$ cat src/spe_regs.vh
// supply enable register bank: offsets, field positions, fixed defaults
// assumes a 32-bit apb slave with byte addresses four times the index
`ifndef SPE_REGS_VH
`define SPE_REGS_VH

// ==========================================================
// register indices and byte addresses
`define SPE_IDX_BANK_A 8'h0c
`define SPE_IDX_BANK_B 8'h0d
`define SPE_IDX_STATUS 8'h0f
`define SPE_ADDR_BANK_A 8'h30
`define SPE_ADDR_BANK_B 8'h34
`define SPE_ADDR_STATUS 8'h3c

// ==========================================================
// bank a fields
`define SPE_A_CHG_BIT 9
`define SPE_A_BACKUP_BIT 8
`define SPE_A_AUX_BIT 7
`define SPE_A_CMP_MSB 3
`define SPE_A_CMP_LSB 0

// ==========================================================
// bank b fields
`define SPE_B_LIMSW_BIT 15
`define SPE_B_LREG4_BIT 11
`define SPE_B_LREG3_BIT 10

// ==========================================================
// status fields: actual state of limit switch, reg 4, reg 3
`define SPE_S_LIMSW_BIT 2
`define SPE_S_LREG4_BIT 1
`define SPE_S_LREG3_BIT 0

// ==========================================================
// fixed defaults and writable masks
`define SPE_A_DEFAULT 16'h0200
`define SPE_B_DEFAULT 16'h0000
`define SPE_A_WMASK 16'h038f
`define SPE_B_WMASK 16'h8c00
`define SPE_A_KEYMASK 16'h0200

`endif

$ cat src/spe_supply_gate.v
// supply gate: turns enable requests into actual on state
// assumes permit inputs are synchronous to pclk
`timescale 1ns/100ps

module spe_supply_gate #(
    parameter N = 3
) (
    // clock and reset
    input wire pclk,
    input wire presetn,
    input wire clk_en,
    // request and conditions
    input wire [N-1:0] req,
    input wire [N-1:0] permit,
    // actual state
    output reg [N-1:0] on_ff
);

// ==========================================================
// actual state register
wire [N-1:0] nxt_on = req & permit;

always @(posedge pclk or negedge presetn)
begin
    if (!presetn)
    begin
        on_ff <= {N{1'b0}};
    end
    else if (clk_en)
    begin
        on_ff <= nxt_on;
    end
end

endmodule // spe_supply_gate

$ cat src/spe_supply_regs.v
// supply enable register bank with apb slave and status readback
// assumes apb master on pclk; key and state machine reset come from
// neighbouring power logic, synchronous to pclk
//
// Added by the designer: the APB interface to the registers.
`timescale 1ns/100ps
`include "spe_regs.vh"

module spe_supply_regs #(
    parameter ADDR_W = 8
) (
    // clock, reset, enable
    input wire pclk,
    input wire presetn,
    input wire clk_en,
    // apb slave
    input wire psel,
    input wire penable,
    input wire pwrite,
    input wire [ADDR_W-1:0] paddr,
    input wire [31:0] pwdata,
    output reg [31:0] prdata,
    output reg pready,
    output reg pslverr,
    // power logic
    input wire key_unlocked,
    input wire sm_reset,
    input wire [2:0] supply_permit,
    // enables
    output reg charger_current_enable,
    output reg backup_rail_out_enable,
    output reg aux_converter_enable,
    output reg [3:0] comparator_enable,
    output reg current_limit_switch_enable,
    output reg linear_regulator_4_enable,
    output reg linear_regulator_3_enable,
    // actual supply state
    output wire [2:0] supply_on
);

// ==========================================================
// address decode
function addr_is;
    input [ADDR_W-1:0] a;
    input [7:0] byte_addr;
    begin
        addr_is = (a == byte_addr[ADDR_W-1:0]);
    end
endfunction

// masked merge of write data into a bank
function [15:0] merge_bits;
    input [15:0] old_val;
    input [15:0] new_val;
    input [15:0] mask;
    begin
        merge_bits = (old_val & ~mask) | (new_val & mask);
    end
endfunction

reg [15:0] bank_a_ff;
reg [15:0] bank_b_ff;
reg [15:0] nxt_bank_a;
reg [15:0] nxt_bank_b;
reg [31:0] nxt_prdata;
reg nxt_pslverr;
reg nxt_pready;
wire [2:0] supply_req;
wire [2:0] on_state;
wire hit_a;
wire hit_b;
wire hit_s;
wire hit_any;
wire setup_ph;
wire wr_take;
wire [15:0] wmask_a;

assign hit_a = addr_is(paddr, `SPE_ADDR_BANK_A);
assign hit_b = addr_is(paddr, `SPE_ADDR_BANK_B);
assign hit_s = addr_is(paddr, `SPE_ADDR_STATUS);
assign hit_any = hit_a | hit_b | hit_s;
assign setup_ph = psel & ~penable;
assign wr_take = psel & penable & pwrite & pready;

// ==========================================================
// write masks
// key-guarded charger bit drops out of the mask without the key
assign wmask_a = key_unlocked ? `SPE_A_WMASK
                              : (`SPE_A_WMASK & ~`SPE_A_KEYMASK);

// ==========================================================
// bank next values
always @*
begin
    nxt_bank_a = bank_a_ff;
    nxt_bank_b = bank_b_ff;
    if (sm_reset)
    begin
        nxt_bank_a = `SPE_A_DEFAULT;
        nxt_bank_b = `SPE_B_DEFAULT;
    end
    else if (wr_take && hit_a)
    begin
        // unused and guarded bits keep their value
        nxt_bank_a = merge_bits(bank_a_ff, pwdata[15:0],
                                wmask_a);
    end
    else if (wr_take && hit_b)
    begin
        nxt_bank_b = merge_bits(bank_b_ff, pwdata[15:0],
                                `SPE_B_WMASK);
    end
end

// ==========================================================
// register bank
always @(posedge pclk or negedge presetn)
begin
    if (!presetn)
    begin
        bank_a_ff <= `SPE_A_DEFAULT;
        bank_b_ff <= `SPE_B_DEFAULT;
    end
    else if (clk_en)
    begin
        bank_a_ff <= nxt_bank_a;
        bank_b_ff <= nxt_bank_b;
    end
end

// ==========================================================
// apb answer: ready in the cycle after setup, data latched at setup
always @*
begin
    nxt_pready = setup_ph;
    nxt_prdata = 32'h00000000;
    nxt_pslverr = 1'b0;
    if (setup_ph)
    begin
        nxt_pslverr = ~hit_any;
        if (!pwrite && hit_a)
        begin
            nxt_prdata = {16'h0000, bank_a_ff & `SPE_A_WMASK};
        end
        else if (!pwrite && hit_b)
        begin
            nxt_prdata = {16'h0000, bank_b_ff & `SPE_B_WMASK};
        end
        else if (!pwrite && hit_s)
        begin
            nxt_prdata = {29'h0, on_state};
        end
    end
end

always @(posedge pclk or negedge presetn)
begin
    if (!presetn)
    begin
        pready <= 1'b0;
        prdata <= 32'h00000000;
        pslverr <= 1'b0;
    end
    else if (clk_en)
    begin
        pready <= nxt_pready;
        prdata <= nxt_prdata;
        pslverr <= nxt_pslverr;
    end
end

// ==========================================================
// enable outputs
always @(posedge pclk or negedge presetn)
begin
    if (!presetn)
    begin
        charger_current_enable <= 1'b1;
        backup_rail_out_enable <= 1'b0;
        aux_converter_enable <= 1'b0;
        comparator_enable <= 4'h0;
        current_limit_switch_enable <= 1'b0;
        linear_regulator_4_enable <= 1'b0;
        linear_regulator_3_enable <= 1'b0;
    end
    else if (clk_en)
    begin
        charger_current_enable <= nxt_bank_a[`SPE_A_CHG_BIT];
        backup_rail_out_enable <= nxt_bank_a[`SPE_A_BACKUP_BIT];
        aux_converter_enable <= nxt_bank_a[`SPE_A_AUX_BIT];
        comparator_enable <=
            nxt_bank_a[`SPE_A_CMP_MSB:`SPE_A_CMP_LSB];
        current_limit_switch_enable <= nxt_bank_b[`SPE_B_LIMSW_BIT];
        linear_regulator_4_enable <= nxt_bank_b[`SPE_B_LREG4_BIT];
        linear_regulator_3_enable <= nxt_bank_b[`SPE_B_LREG3_BIT];
    end
end

// ==========================================================
// actual supply state: request gated by internal conditions
assign supply_req[`SPE_S_LIMSW_BIT] = bank_b_ff[`SPE_B_LIMSW_BIT];
assign supply_req[`SPE_S_LREG4_BIT] = bank_b_ff[`SPE_B_LREG4_BIT];
assign supply_req[`SPE_S_LREG3_BIT] = bank_b_ff[`SPE_B_LREG3_BIT];

spe_supply_gate #(
    .N(3)
) u_gate (
    .pclk(pclk),
    .presetn(presetn),
    .clk_en(clk_en),
    .req(supply_req),
    .permit(supply_permit),
    .on_ff(on_state)
);

assign supply_on = on_state;

endmodule // spe_supply_regs

$ cat config.mk
export PLATFORM = sky130hd
export DESIGN_NAME = spe_supply_regs
export DESIGN_NICKNAME = d
export VERILOG_FILES = /design/src/spe_supply_gate.v /design/src/spe_supply_regs.v
export VERILOG_INCLUDE_DIRS = /design/src
export SDC_FILE = /design/constraint.sdc
export NUM_CORES = 1
export LEC_CHECK = 0
export ABC_AREA = 1
export BUFFER_PORTS_ARGS = -buffer_cell sky130_fd_sc_hd__buf_2
export CAP_MARGIN = 0
export CORE_UTILIZATION = 40
export DETAILED_ROUTE_END_ITERATION = 7
export GPL_ROUTABILITY_DRIVEN = 0
export PLACE_DENSITY_LB_ADDON = 0.1
export SLEW_MARGIN = 10
export SYNTH_ARGS = -nofsm -noshare
export SYNTH_HDL_FRONTEND = slang
export SYNTH_SLANG_ARGS = --single-unit
$ cat constraint.sdc
create_clock -name pclk -period 1.45 [get_ports pclk]
set_input_delay 0.3625 -clock pclk [delete_from_list [all_inputs] [get_ports pclk]]
set_output_delay 0.3625 -clock pclk [all_outputs]
set_load 0.005 [all_outputs]
==> results by stage, run 1 <==
Global routing:
- Across every metal layer, demand over resource in global routing totals 0.173.
- Entering global routing, the biggest net connects 26 pins.
- The wire length of the first global-routing pass is 4.66 mm.
- In the global route stage, met1 resource usage came out at 0.219.
- The met2 global-route usage is 0.295.
- The global route total overflow is 0.
- The global-route track usage on met3 is 0.0213.
- After global routing, the most crowded layer is met2.
- The number of global-route vias before repair is 1,107.
- The initial antenna violation count was 0.

Synthesis:
- The share of flip-flops with an asynchronous set or reset after synthesis is 1.00.
- The number of synthesis warnings is 0.
- For this run, the register share of the synthesized area comes to 0.455.
- The number of enable flip-flop cells after synthesis is 0.
- The post-synthesis xor/xnor area fraction is 0.
- The synthesized netlist occupies a cell area of 1380 um2.
- Of the total synthesized cell area, the portion taken by full adders, half adders and majority gates is 0.
- Synthesis instantiated 19 different standard cells from the library.
- Of all cell types, the one taking the most synthesized area is sky130_fd_sc_hd__dfrtp_1.
- The compound-gate portion of the synthesized area is 0.0391.
- Of the post-synthesis cell area, the dominant cell type holds 0.436.
- The synthesized instance count is 175.
- In the synthesized netlist the dominant register cell turns out to be sky130_fd_sc_hd__dfrtp_1.
- In the post-synthesis netlist, the biggest area contributors are sky130_fd_sc_hd__dfrtp_1 44%, sky130_fd_sc_hd__nand2_1 18%, sky130_fd_sc_hd__buf_4 12%, sky130_fd_sc_hd__nand3_1 4.7%, sky130_fd_sc_hd__o21ai_0 3.3%.
- Of the total synthesized cell area, the portion taken by AND, OR, NAND and NOR gates is 0.332.
- The register bit count reported by yosys is 25.
- By area, the combinational part of the netlist is dominated by simple AND/OR/NAND/NOR gates.
- Averaged over all synthesized cells, the footprint is 7.86 um2.
- After synthesis, the share of cell area in mux cells is 0.00727.

Clock network:
- The CTS tree is yes.
- Clock-pin slew was measured on the worst setup and hold paths at 0.13 ns.
- Hold repair after CTS inserted 0 buffers.
- The number of gates resized after cts is 0.
- The CTS sink count is 25.
- The clock reaches the later pin of the worst-skew pair after 0.31 ns.
- The maximum root-to-sink buffer count is 2.
- The clock buffer count from CTS is 3.
- The tree is rooted in a sky130_fd_sc_hd__clkbuf_4.
- CTS built an H-tree with a depth of 1.
- The number of setup buffers added after CTS is 0.

Timing:
- The number of pins exceeding their max-slew limit in the final report is 0.
- The worst path in the final design needs a cycle of 1.37 ns, including I/O delays and setup.
- The hold violation count in the final report is 0.
- Of the available clock period, the critical path in the final layout requires 0.944.
- The fmax is 731 MHz.
- Setup violations remaining at the end of the flow were counted as 0.
- Clock skew on the completed layout was measured at 0.00465 ns.
- The worst slew slack as a fraction of its limit is 0.633.
- The transition time of the tightest slew-check pin is 0.551 ns.
- After layout, the worst setup slack is 0.0813 ns.
- The accumulated negative setup slack is 0 ns.
- Setup repair after global routing left no endpoint under its margin.

Route:
- Dividing the detail-routed wire length by the instance count gives 10.5 um.
- The routed design has 2.91 mm of wire.
- The initial DRC count is 42.
- The total number of vias is 1,242.
- The post-route antenna net violation count is 0.
- The detailed-route DRC error count is 0.
- The first-pass detailed-route iteration total is 4.
- The average via count per standard cell is 4.50.

Setup path:
- The largest fanout on the critical path is 4.
- The largest single stage delay on the critical path is 0.58 ns.
- STA puts the critical path data required time at 1.09 ns.
- The arrival time reported for the critical path endpoint is 1.01 ns.
- Traced cell by cell, the critical path runs through buf_2.
- The slowest cell on the critical path is sky130_fd_sc_hd__dfstp_2.
- The element type at the critical path start is a register.
- The category of the critical setup timing path is register to output pin.
- The family with the most delay on the worst path is flip-flops.
- The worst setup path is captured at an output pin.
- The number of buffers and inverters on the critical path is 1.

Pwr:
- In this run the power density over the cells is 700 nW/um2.
- Of the total power, the clock network draws 0.260.
- Of the total power, registers draw 0.619.
- Summing internal, switching and leakage power gives 1.15 mW.
- The cell-internal power is 865 uW.
- The total net switching power is 289 uW.
- Summed over all cells, the static leakage comes to 1.01 nW.
- Of the total power, the share spent switching nets is 0.251.
- The part of the power in combinational logic is 0.121.
- The peak supply drop is 474 uV.

Die:
- The placeable core region is 3150 um2.
- The floorplan step set the die height to 60.7 um.
- The die covers 3680 um2.
- After floorplanning, the core was divided into 20 placement rows.
- The boundary pin count is 98.
- The floorplan die width is 60.7 um.
- The initial core utilization is 0.437.

Final layout:
- From synthesis to final layout, the design area changed by 19.8%.
- The fraction of the core area covered by cells at the end of the flow is 0.523.
- The net count of the finished layout is 284.
- The final antenna diode count is 0.
- Of the cells placed in the final design, the portion with a size suffix greater than 1 is 0.293.
- The non-filler instance count after layout is 276.

Placement:
- The HPWL after detailed placement is 2.30 mm.
- In this run, placement finished with an instance count of 272.
- The pre-CTS setup slack is 0.0512 ns.
- The count of port buffers added during placement is 53.

Hold path:
- The path type of the worst min-delay path is input port to asynchronous set/reset pin.

Status:
- The run finished with clean final reports.

Job:
- The tool flagged a number of max-cap violations equal to 0.
## Yosys cell counts, types with 2 or more instances
library cell              number
sky130_fd_sc_hd__buf_2         2
sky130_fd_sc_hd__nand2_4       3
sky130_fd_sc_hd__nand4_1       7
sky130_fd_sc_hd__dfrtp_1      24
sky130_fd_sc_hd__buf_4        22
sky130_fd_sc_hd__nand2_1      66
sky130_fd_sc_hd__nor2_1        8
sky130_fd_sc_hd__nor2_4        2
sky130_fd_sc_hd__inv_1        11
sky130_fd_sc_hd__nand3_1      13
sky130_fd_sc_hd__o21ai_0       9
## kinds of logic after synthesis
family,Yosys count
AO/OA/AOI/OAI,10
other,1
flip-flops,25
buffers and inverters,37
AND/OR/NAND/NOR,101
multiplexers,1
## layout by cell type, fill, tap and decap left out
cell type and count:
sky130_fd_sc_hd__clkinv_2 1, sky130_fd_sc_hd__clkinv_1 1, sky130_fd_sc_hd__dfstp_2 1, sky130_fd_sc_hd__dfrtp_1 24, sky130_fd_sc_hd__nand4_1 7, sky130_fd_sc_hd__nor2_1 8, sky130_fd_sc_hd__buf_4 3, sky130_fd_sc_hd__o21ai_2 1
sky130_fd_sc_hd__clkbuf_1 1, sky130_fd_sc_hd__o21ai_0 9, sky130_fd_sc_hd__nand3_1 13, sky130_fd_sc_hd__buf_2 53, sky130_fd_sc_hd__nor2_4 2, sky130_fd_sc_hd__inv_1 11, sky130_fd_sc_hd__nand2_4 3, sky130_fd_sc_hd__nand3b_1 1
sky130_fd_sc_hd__nand2_1 66, sky130_fd_sc_hd__conb_1 22, sky130_fd_sc_hd__mux2i_1 1, sky130_fd_sc_hd__clkbuf_4 3, sky130_fd_sc_hd__nor2_2 1
## layer usage
layer / part of all wire / vias up / wire (um)
met1: 0.44 / 564 / 1280
met2: 0.49 / 50 / 1440
met4: 0.011 / 0 / 33
li1: - / 624 / -
met3: 0.056 / 4 / 163
met5: 0 / - / 0
## worst paths after layout
kind	start	end	slack, ns	cells past startpoint
max	bank_a_ff[9]	charger_current_enable	0.08	1
min	presetn	prdata[0]	0.02	1
max reg2reg	pready	bank_b_ff[11]	0.34	5
min reg2reg	prdata[2]	prdata[2]	0.50	2
max in group asynchronous	presetn	bank_a_ff[9]	1.06	1
min in group pclk	pwdata[7]	bank_a_ff[7]	0.28	3
## through the flow
stage	hold WS [ns]	instance area, um2
after floorplan	0.0669	1460
after global placement	0.383	1620
after detailed placement	0.388	1620
after CTS	0.0310	1650
after global routing	0.0457	1650
final	0.0209	1650
## cell type report
type	instances	area (um2)
inverter	13	50.0
clock buffer	4	26.3
fill	328	1500
tap	44	55.1
timing repair buffer	56	288
sequential	25	627
multi-input combinational	134	603
## power groups by stage
stage	clock (mW)	combinational (mW)	sequential, mW
floorplan	0	0.104	0.728
global placement	0	0.136	0.727
detailed placement	0	0.141	0.728
CTS	0.315	0.142	0.714
global route	0.344	0.164	0.716
finish	0.300	0.140	0.714
## registers in the layout, summed over array words and instances, names as in the netlist
| register | count |
|---|---|
| prdata | 10 |
| pready | 1 |
| comparator_enable | 3 |
| bank_b_ff | 2 |
| bank_a_ff | 4 |
| pslverr | 1 |
| u_gate.on_ff | 3 |
| current_limit_switch_enable | 1 |
Note: power is estimated with default switching activity, not from simulation.
==> inputs of run 2 (changes only) <==
ABC_CLOCK_PERIOD_IN_PS = 1450   (was not set)
REMOVE_ABC_BUFFERS = 1   (was not set)
==> run 2 against run 1 <==
  * Via count unchanged
  * Routed wire length down 0.10%
  * First-iteration DRC count down 14%
  * Utilization down 0.24 points
  * Clock skew down 0.0018 ns
  * Register-to-register slack better by 0.02 ns
  * Combinational power about the same
  * Maximum frequency down 0.63%
==> results by stage, run 2 (same netlist as run 1, synthesis figures left out) <==
Global routing:
- Entering global routing, the biggest net connects 26 pins.
- The total track usage is 0.182.
- The first global-routing pass estimated 4.91 mm of wire.
- The number of global-route vias before repair is 1,146.
- The initial antenna violation count is 0.
- The global route total overflow is 0.

Clock network:
- The longest clock path from root to sink contains 2 buffers.
- Clock-pin slew was measured on the worst setup and hold paths at 0.14 ns.
- The number of setup buffers added after CTS is 0.
- CTS placed an instance of sky130_fd_sc_hd__clkbuf_4 at the clock tree root.
- The CTS tree is yes.
- The clock buffer count from CTS is 3.
- The clock drives 25 sinks.
- The clock reaches the later pin of the worst-skew pair after 0.32 ns.
- The number of gates resized after cts is 0.
- The number of levels the H-tree was split into is 1.
- Hold repair after CTS inserted 0 buffers.

Timing:
- The number of pins exceeding their max-slew limit in the final report is 0.
- The part of the cycle the worst path needs is 0.950.
- At the pin with the least slew margin, the transition time is 0.555 ns.
- The hold violation count in the final report is 0.
- The accumulated negative setup slack is 0 ns.
- Setup repair after global routing left no endpoint under its margin.
- The worst slew slack as a fraction of its limit is 0.630.
- The final period demand of the worst path is 1.38 ns.
- The fmax is 726 MHz.
- For the final database, setup skew stands at 0.00286 ns.
- The count of endpoints failing setup in the final report is 0.

Route:
- Wires add up to 2.91 mm.
- The post-route antenna net violation count is 0.
- In this run, the number of DRC markers left after iteration 0 of detailed routing was 36.
- The routed layout has 1,242 vias.
- The first-pass detailed-route iteration total is 4.
- The detailed-route DRC error count is 0.
- The average via count per standard cell is 4.52.
- The per-cell routed wire length is 10.6 um.

Pwr:
- In this run the power spent charging and discharging nets is 305 uW.
- The part of the total power dissipated in the clock network is 0.271.
- VDD sags by at most 251 uV.
- The part of the power in combinational logic is 0.119.
- Of the total power, the share spent switching nets is 0.261.
- For this design the ratio of total power to cell area is 713 nW/um2.
- In this run the static leakage power is 1.01 nW.
- Of the total power, registers draw 0.610.
- The cell-internal power is 866 uW.

Status:
- The flow ran to the end, and the final reports show no timing, DRC or antenna violations.

Final layout:
- The non-filler instance count after layout is 275.
- The area growth from synthesis to layout is 19.3%.
- The largest registers in the layout are prdata: 10 flops, bank_a_ff: 4 flops.
- The number of inserted filler cells in the final layout is 343.
- The number of flip-flops under the largest register name is 10.
- Leaving out fill and tap cells, the most frequent cell in the layout is sky130_fd_sc_hd__nand2_1.
- The library cells used most frequently in the layout, excluding fill and tap cells, are 66 x sky130_fd_sc_hd__nand2_1, 53 x sky130_fd_sc_hd__buf_2, 24 x sky130_fd_sc_hd__dfrtp_1.
- The share of final-layout standard cells stronger than drive strength 1 is 0.290.
- More flip-flops sit in one register than any other, and that register is prdata.
- With fillers left out, the area of the finished cells amounts to 1640 um2.
- The final antenna diode count is 0.
- The net count of the finished layout is 283.
- Measured on the finished design, the core utilization comes to 0.521.

Setup path:
- For the worst setup path, the data required time is 1.09 ns.
- Of all nets on the critical path, the largest fanout is 4.
- The slowest cell on the critical path is sky130_fd_sc_hd__dfstp_2.
- The startpoint identified for the worst register-to-register timing path is pready.
- The critical path starts at bank_a_ff[9].
- By startpoint and endpoint, the worst setup path is classified as register to output pin.
- Data arrives at the worst endpoint at 1.01 ns.
- The category of the worst setup path capture point is an output pin.
- In this design, the stage delay of the slowest critical-path cell is 0.58 ns.
- Together, buffers and inverters on the worst path number 1.
- The element type at the critical path start is a register.
- For flop-to-flop paths, the worst setup slack is 0.36 ns.
- Broken down by cell family, the worst path's largest delay share belongs to flip-flops.
- Traced cell by cell, the critical path runs through buf_2.

Die:
- The vertical extent of the die is 60.7 um.
- Measured along the x axis, the die boundary spans 60.7 um.
- The initial core utilization is 0.437.
- 98 I/O pins were placed.
- The die area is 3680 um2.
- The core region is 3150 um2.
- In this run the core area contains 20 standard-cell rows.

Job:
- The number of maximum-capacitance violations is 0.

Placement:
- The cell count after placement is 271.
- The placed instances occupy a cell area of 1620 um2.
- The count of port buffers added during placement is 53.
- The HPWL after detailed placement is 2.36 mm.

Hold path:
- The path class of the tightest hold or removal check is input port to asynchronous set/reset pin.
## run 2: through the flow
| stage | power (mW) | setup WS (ns) | hold slack [ns] |
|---|---|---|---|
| floorplan | 0.783 | 0.315 | 0.0669 |
| global placement | 0.864 | 0.0646 | 0.381 |
| detailed placement | 0.869 | 0.0413 | 0.389 |
| CTS | 1.18 | 0.0638 | 0.0265 |
| global route | 1.23 | 0.0318 | 0.0473 |
| finish | 1.17 | 0.0725 | 0.00954 |
## run 2: power groups by stage
| stage | Sequential (mW) | Combinational, mW | Clock, mW |
|---|---|---|---|
| after floorplan | 0.728 | 0.0559 | 0 |
| after global placement | 0.727 | 0.137 | 0 |
| after detailed placement | 0.728 | 0.141 | 0 |
| after CTS | 0.715 | 0.142 | 0.326 |
| after global routing | 0.716 | 0.165 | 0.348 |
| final | 0.714 | 0.139 | 0.317 |
## run 2: final cells by class
cell class	instances	area [um2]	area share
Clock buffer	4	26.3	0.0160
Tap cell	44	55.1	0.0335
Timing Repair Buffer	55	280	0.171
Sequential cell	25	627	0.382
Inverter	13	50.0	0.0305
Multi-Input combinational cell	134	603	0.367
## run 2: path summary, 6_finish.rpt
kind                       cells after the start                     end
max in group asynchronous                      1            bank_a_ff[9]
hold / removal                                 1         u_gate.on_ff[2]
setup / recovery                               1  charger_current_enable
setup reg to reg                               5           bank_b_ff[11]
min in group pclk                              3         u_gate.on_ff[1]
hold reg to reg                                2              prdata[15]
## run 2: layer usage
layer / vias to the layer above / wire [um] / GRT usage
met5: - / 0 / 0
met4: 0 / 18 / 0.0682
met3: 2 / 162 / 0.0256
met2: 48 / 1400 / 0.320
met1: 570 / 1320 / 0.228
li1: 622 / - / -
==> inputs of run 3 (changes only) <==
CORE_ASPECT_RATIO = 0.8   (was not set)
==> run 3 against run 2 <==
  * Register-to-register slack got worse by 0.05 ns
  * Largest power group unchanged
  * Worst hold slack gained 0.067 ns
  * Largest cell class unchanged
  * Sequential power barely moved
==> results by stage, run 3 (same netlist as run 1, synthesis figures left out) <==
Status:
- The flow ran to the end, and the final reports show no timing, DRC or antenna violations.

Route:
- For this block, the initial DRC count from the detailed router was 44.
- For this run, the detailed router's first-pass iteration total came to 4.
- The average via count per standard cell is 4.60.
- The total number of vias is 1,246.
- The per-cell routed wire length is 11.2 um.
- The detail route stage leaves a number of antenna-violating nets equal to 0.
- The final layout contains routed wiring with a total length of 3.03 mm.
- After detailed routing, the number of remaining DRC violations is 0.

Clock network:
- The clock buffer count from CTS is 3.
- The CTS sink count is 25.
- Clock-pin slew was measured on the worst setup and hold paths at 0.08 ns.
- The later pin in the worst-skew pair is clocked with a latency of 0.26 ns.
- The longest clock path from root to sink contains 2 buffers.
- The number of setup buffers added after CTS is 0.
- The total of hold buffers inserted after clock tree synthesis is 0.
- The number of levels the H-tree was split into is 1.
- The CTS tree is yes.
- The number of gates resized after cts is 0.
- The root buffer cell chosen for the clock tree is sky130_fd_sc_hd__clkbuf_8.

Setup path:
- The required arrival time at the worst endpoint is 1.09 ns.
- Walking the worst path, the cells encountered are buf_2.
- The largest fanout on the critical path is 4.
- Data arrives at the worst endpoint at 0.95 ns.
- The slowest cell on the critical path is sky130_fd_sc_hd__dfstp_2.
- The family with the most delay on the worst path is flip-flops.
- The category of the worst setup path capture point is an output pin.
- The category of the critical setup timing path is register to output pin.
- The element type at the critical path start is a register.
- The buffering stage count on the worst path with inverters included is 1.
- The largest single stage delay on the critical path is 0.57 ns.

Job:
- The number of maximum-capacitance violations is 0.

Global routing:
- For this run, the total global-route usage over all layers was measured as 0.177.
- The number of global-route vias before repair is 1,059.
- The initial antenna violation count came to 0.
- The largest net degree at the start of global routing is 26.
- The wire length of the first global-routing pass is 4.72 mm.
- The global route total overflow is 0.

Final layout:
- Ranked by flip-flop count, first place goes to prdata.
- The library cells used most frequently in the layout, excluding fill and tap cells, are 66 x sky130_fd_sc_hd__nand2_1, 53 x sky130_fd_sc_hd__buf_2, 24 x sky130_fd_sc_hd__dfrtp_1.
- The share of final-layout standard cells stronger than drive strength 1 is 0.290.
- The area growth from synthesis to layout is 20.3%.
- The final antenna diode count is 0.
- The register with the most flip-flops in the layout has 10 of them.
- Fill cells in the final layout number 326.
- The net count of the finished layout is 283.
- In the final layout, the registers with the most flip-flops are prdata: 10 flops, bank_a_ff: 4 flops.
- Leaving out fill and tap cells, the most frequent cell in the layout is sky130_fd_sc_hd__nand2_1.

Pwr:
- Of the total power, combinational logic draws 0.111.
- The total power divided by cell area is 760 nW/um2.
- The part of the total power dissipated in the clock network is 0.321.
- The switching portion of total power is 0.242.
- The analysis attributes to net switching a power of 305 uW.
- In this run the static leakage power is 1.02 nW.
- Internal power comes to 954 uW.
- Power comes to 1.26 mW.
- The peak supply drop is 534 uV.
- The sequential share of power is 0.568.

Timing:
- Subtracting the final worst setup slack from the clock period gives 1.31 ns.
- The post-route clock skew is 0.000681 ns.
- In the finished design, the share of the clock period the worst path needs comes to 0.903.
- Headroom to the max-slew limit came out at 0.633.
- Setup repair after global routing left no endpoint under its margin.
- The transition time of the tightest slew-check pin is 0.551 ns.
- The accumulated negative setup slack is 0 ns.
- The hold violation count in the final report is 0.
- Setup violations remaining at the end of the flow were counted as 0.
- For this run, the top clock speed supported by timing is 764 MHz.
- The number of pins exceeding their max-slew limit in the final report is 0.

Hold path:
- The path class of the tightest hold or removal check is input port to asynchronous set/reset pin.

Die:
- The floorplan die width is 67.6 um.
- Row generation in the floorplan step produced 18 rows.
- The floorplan step set the die height to 54.5 um.
- The core region is 3180 um2.
- Pin placement for this block handled 98 I/O pins.
- The initial core utilization is 0.433.
- The die covers 3680 um2.

Placement:
- The count of port buffers added during placement is 53.
- After legalization and detailed placement, the total HPWL measured 2.43 mm.
## run 3: cell types whose count changed in the layout (fill, tap and decap cells not counted)
cell	previous run	this run
sky130_fd_sc_hd__clkbuf_4	3	0
sky130_fd_sc_hd__clkbuf_8	0	3
## run 3: per-layer routing
metal / part of all wire / track usage / vias to the layer above / routed length, um
met3: 0.072 / 0.0500 / 2 / 218
met5: 0 / 0 / - / 0
li1: - / - / 620 / -
met1: 0.46 / 0.231 / 558 / 1380
met4: 0.0040 / 0.0213 / 0 / 12
met2: 0.47 / 0.299 / 66 / 1420
## run 3: path summary, 6_finish.rpt
path	startpoint	end	slack (ns)	cells past startpoint
min in group pclk	supply_permit[2]	u_gate.on_ff[2]	0.32	3
hold / removal	presetn	prdata[11]	0.08	1
max in group asynchronous	presetn	bank_a_ff[9]	1.00	1
hold reg to reg	prdata[15]	prdata[15]	0.48	2
setup reg to reg	pready	bank_b_ff[10]	0.31	5
setup / recovery	bank_a_ff[9]	charger_current_enable	0.14	1
## run 3: power by group through the flow
stage               Sequential (mW)  Combinational (mW)  Clock, mW
finish                        0.714               0.140      0.404
global route                  0.717               0.163      0.446
floorplan                     0.728              0.0559          0
global placement              0.728               0.136          0
detailed placement            0.729               0.141          0
CTS                           0.715               0.142      0.416
## run 3: metrics by stage
| stage | setup WS [ns] | cells | hold WS (ns) | util | cell area [um2] |
|---|---|---|---|---|---|
| 6_report | 0.141 | 271 | 0.0761 | 0.521 | 1660 |
| 5_1_grt | 0.0911 | 271 | 0.116 | 0.521 | 1660 |
| 4_1_cts | 0.131 | 271 | 0.0941 | 0.521 | 1660 |
| 3_5_place_dp | 0.0573 | 267 | 0.385 | 0.507 | 1610 |
| 3_3_place_gp | 0.109 | 267 | 0.375 | 0.507 | 1610 |
| 2_1_floorplan | 0.315 | 172 | 0.0669 | - | 1280 |
## run 3: cell type report
type,instances,area [um2],area share
well taps,40,50.0,0.0302
flip-flops and latches,25,627,0.379
repair buffers,55,280,0.169
clock buffers,4,45.0,0.0272
multi-input cells,134,603,0.364
inverters,13,50.0,0.0302
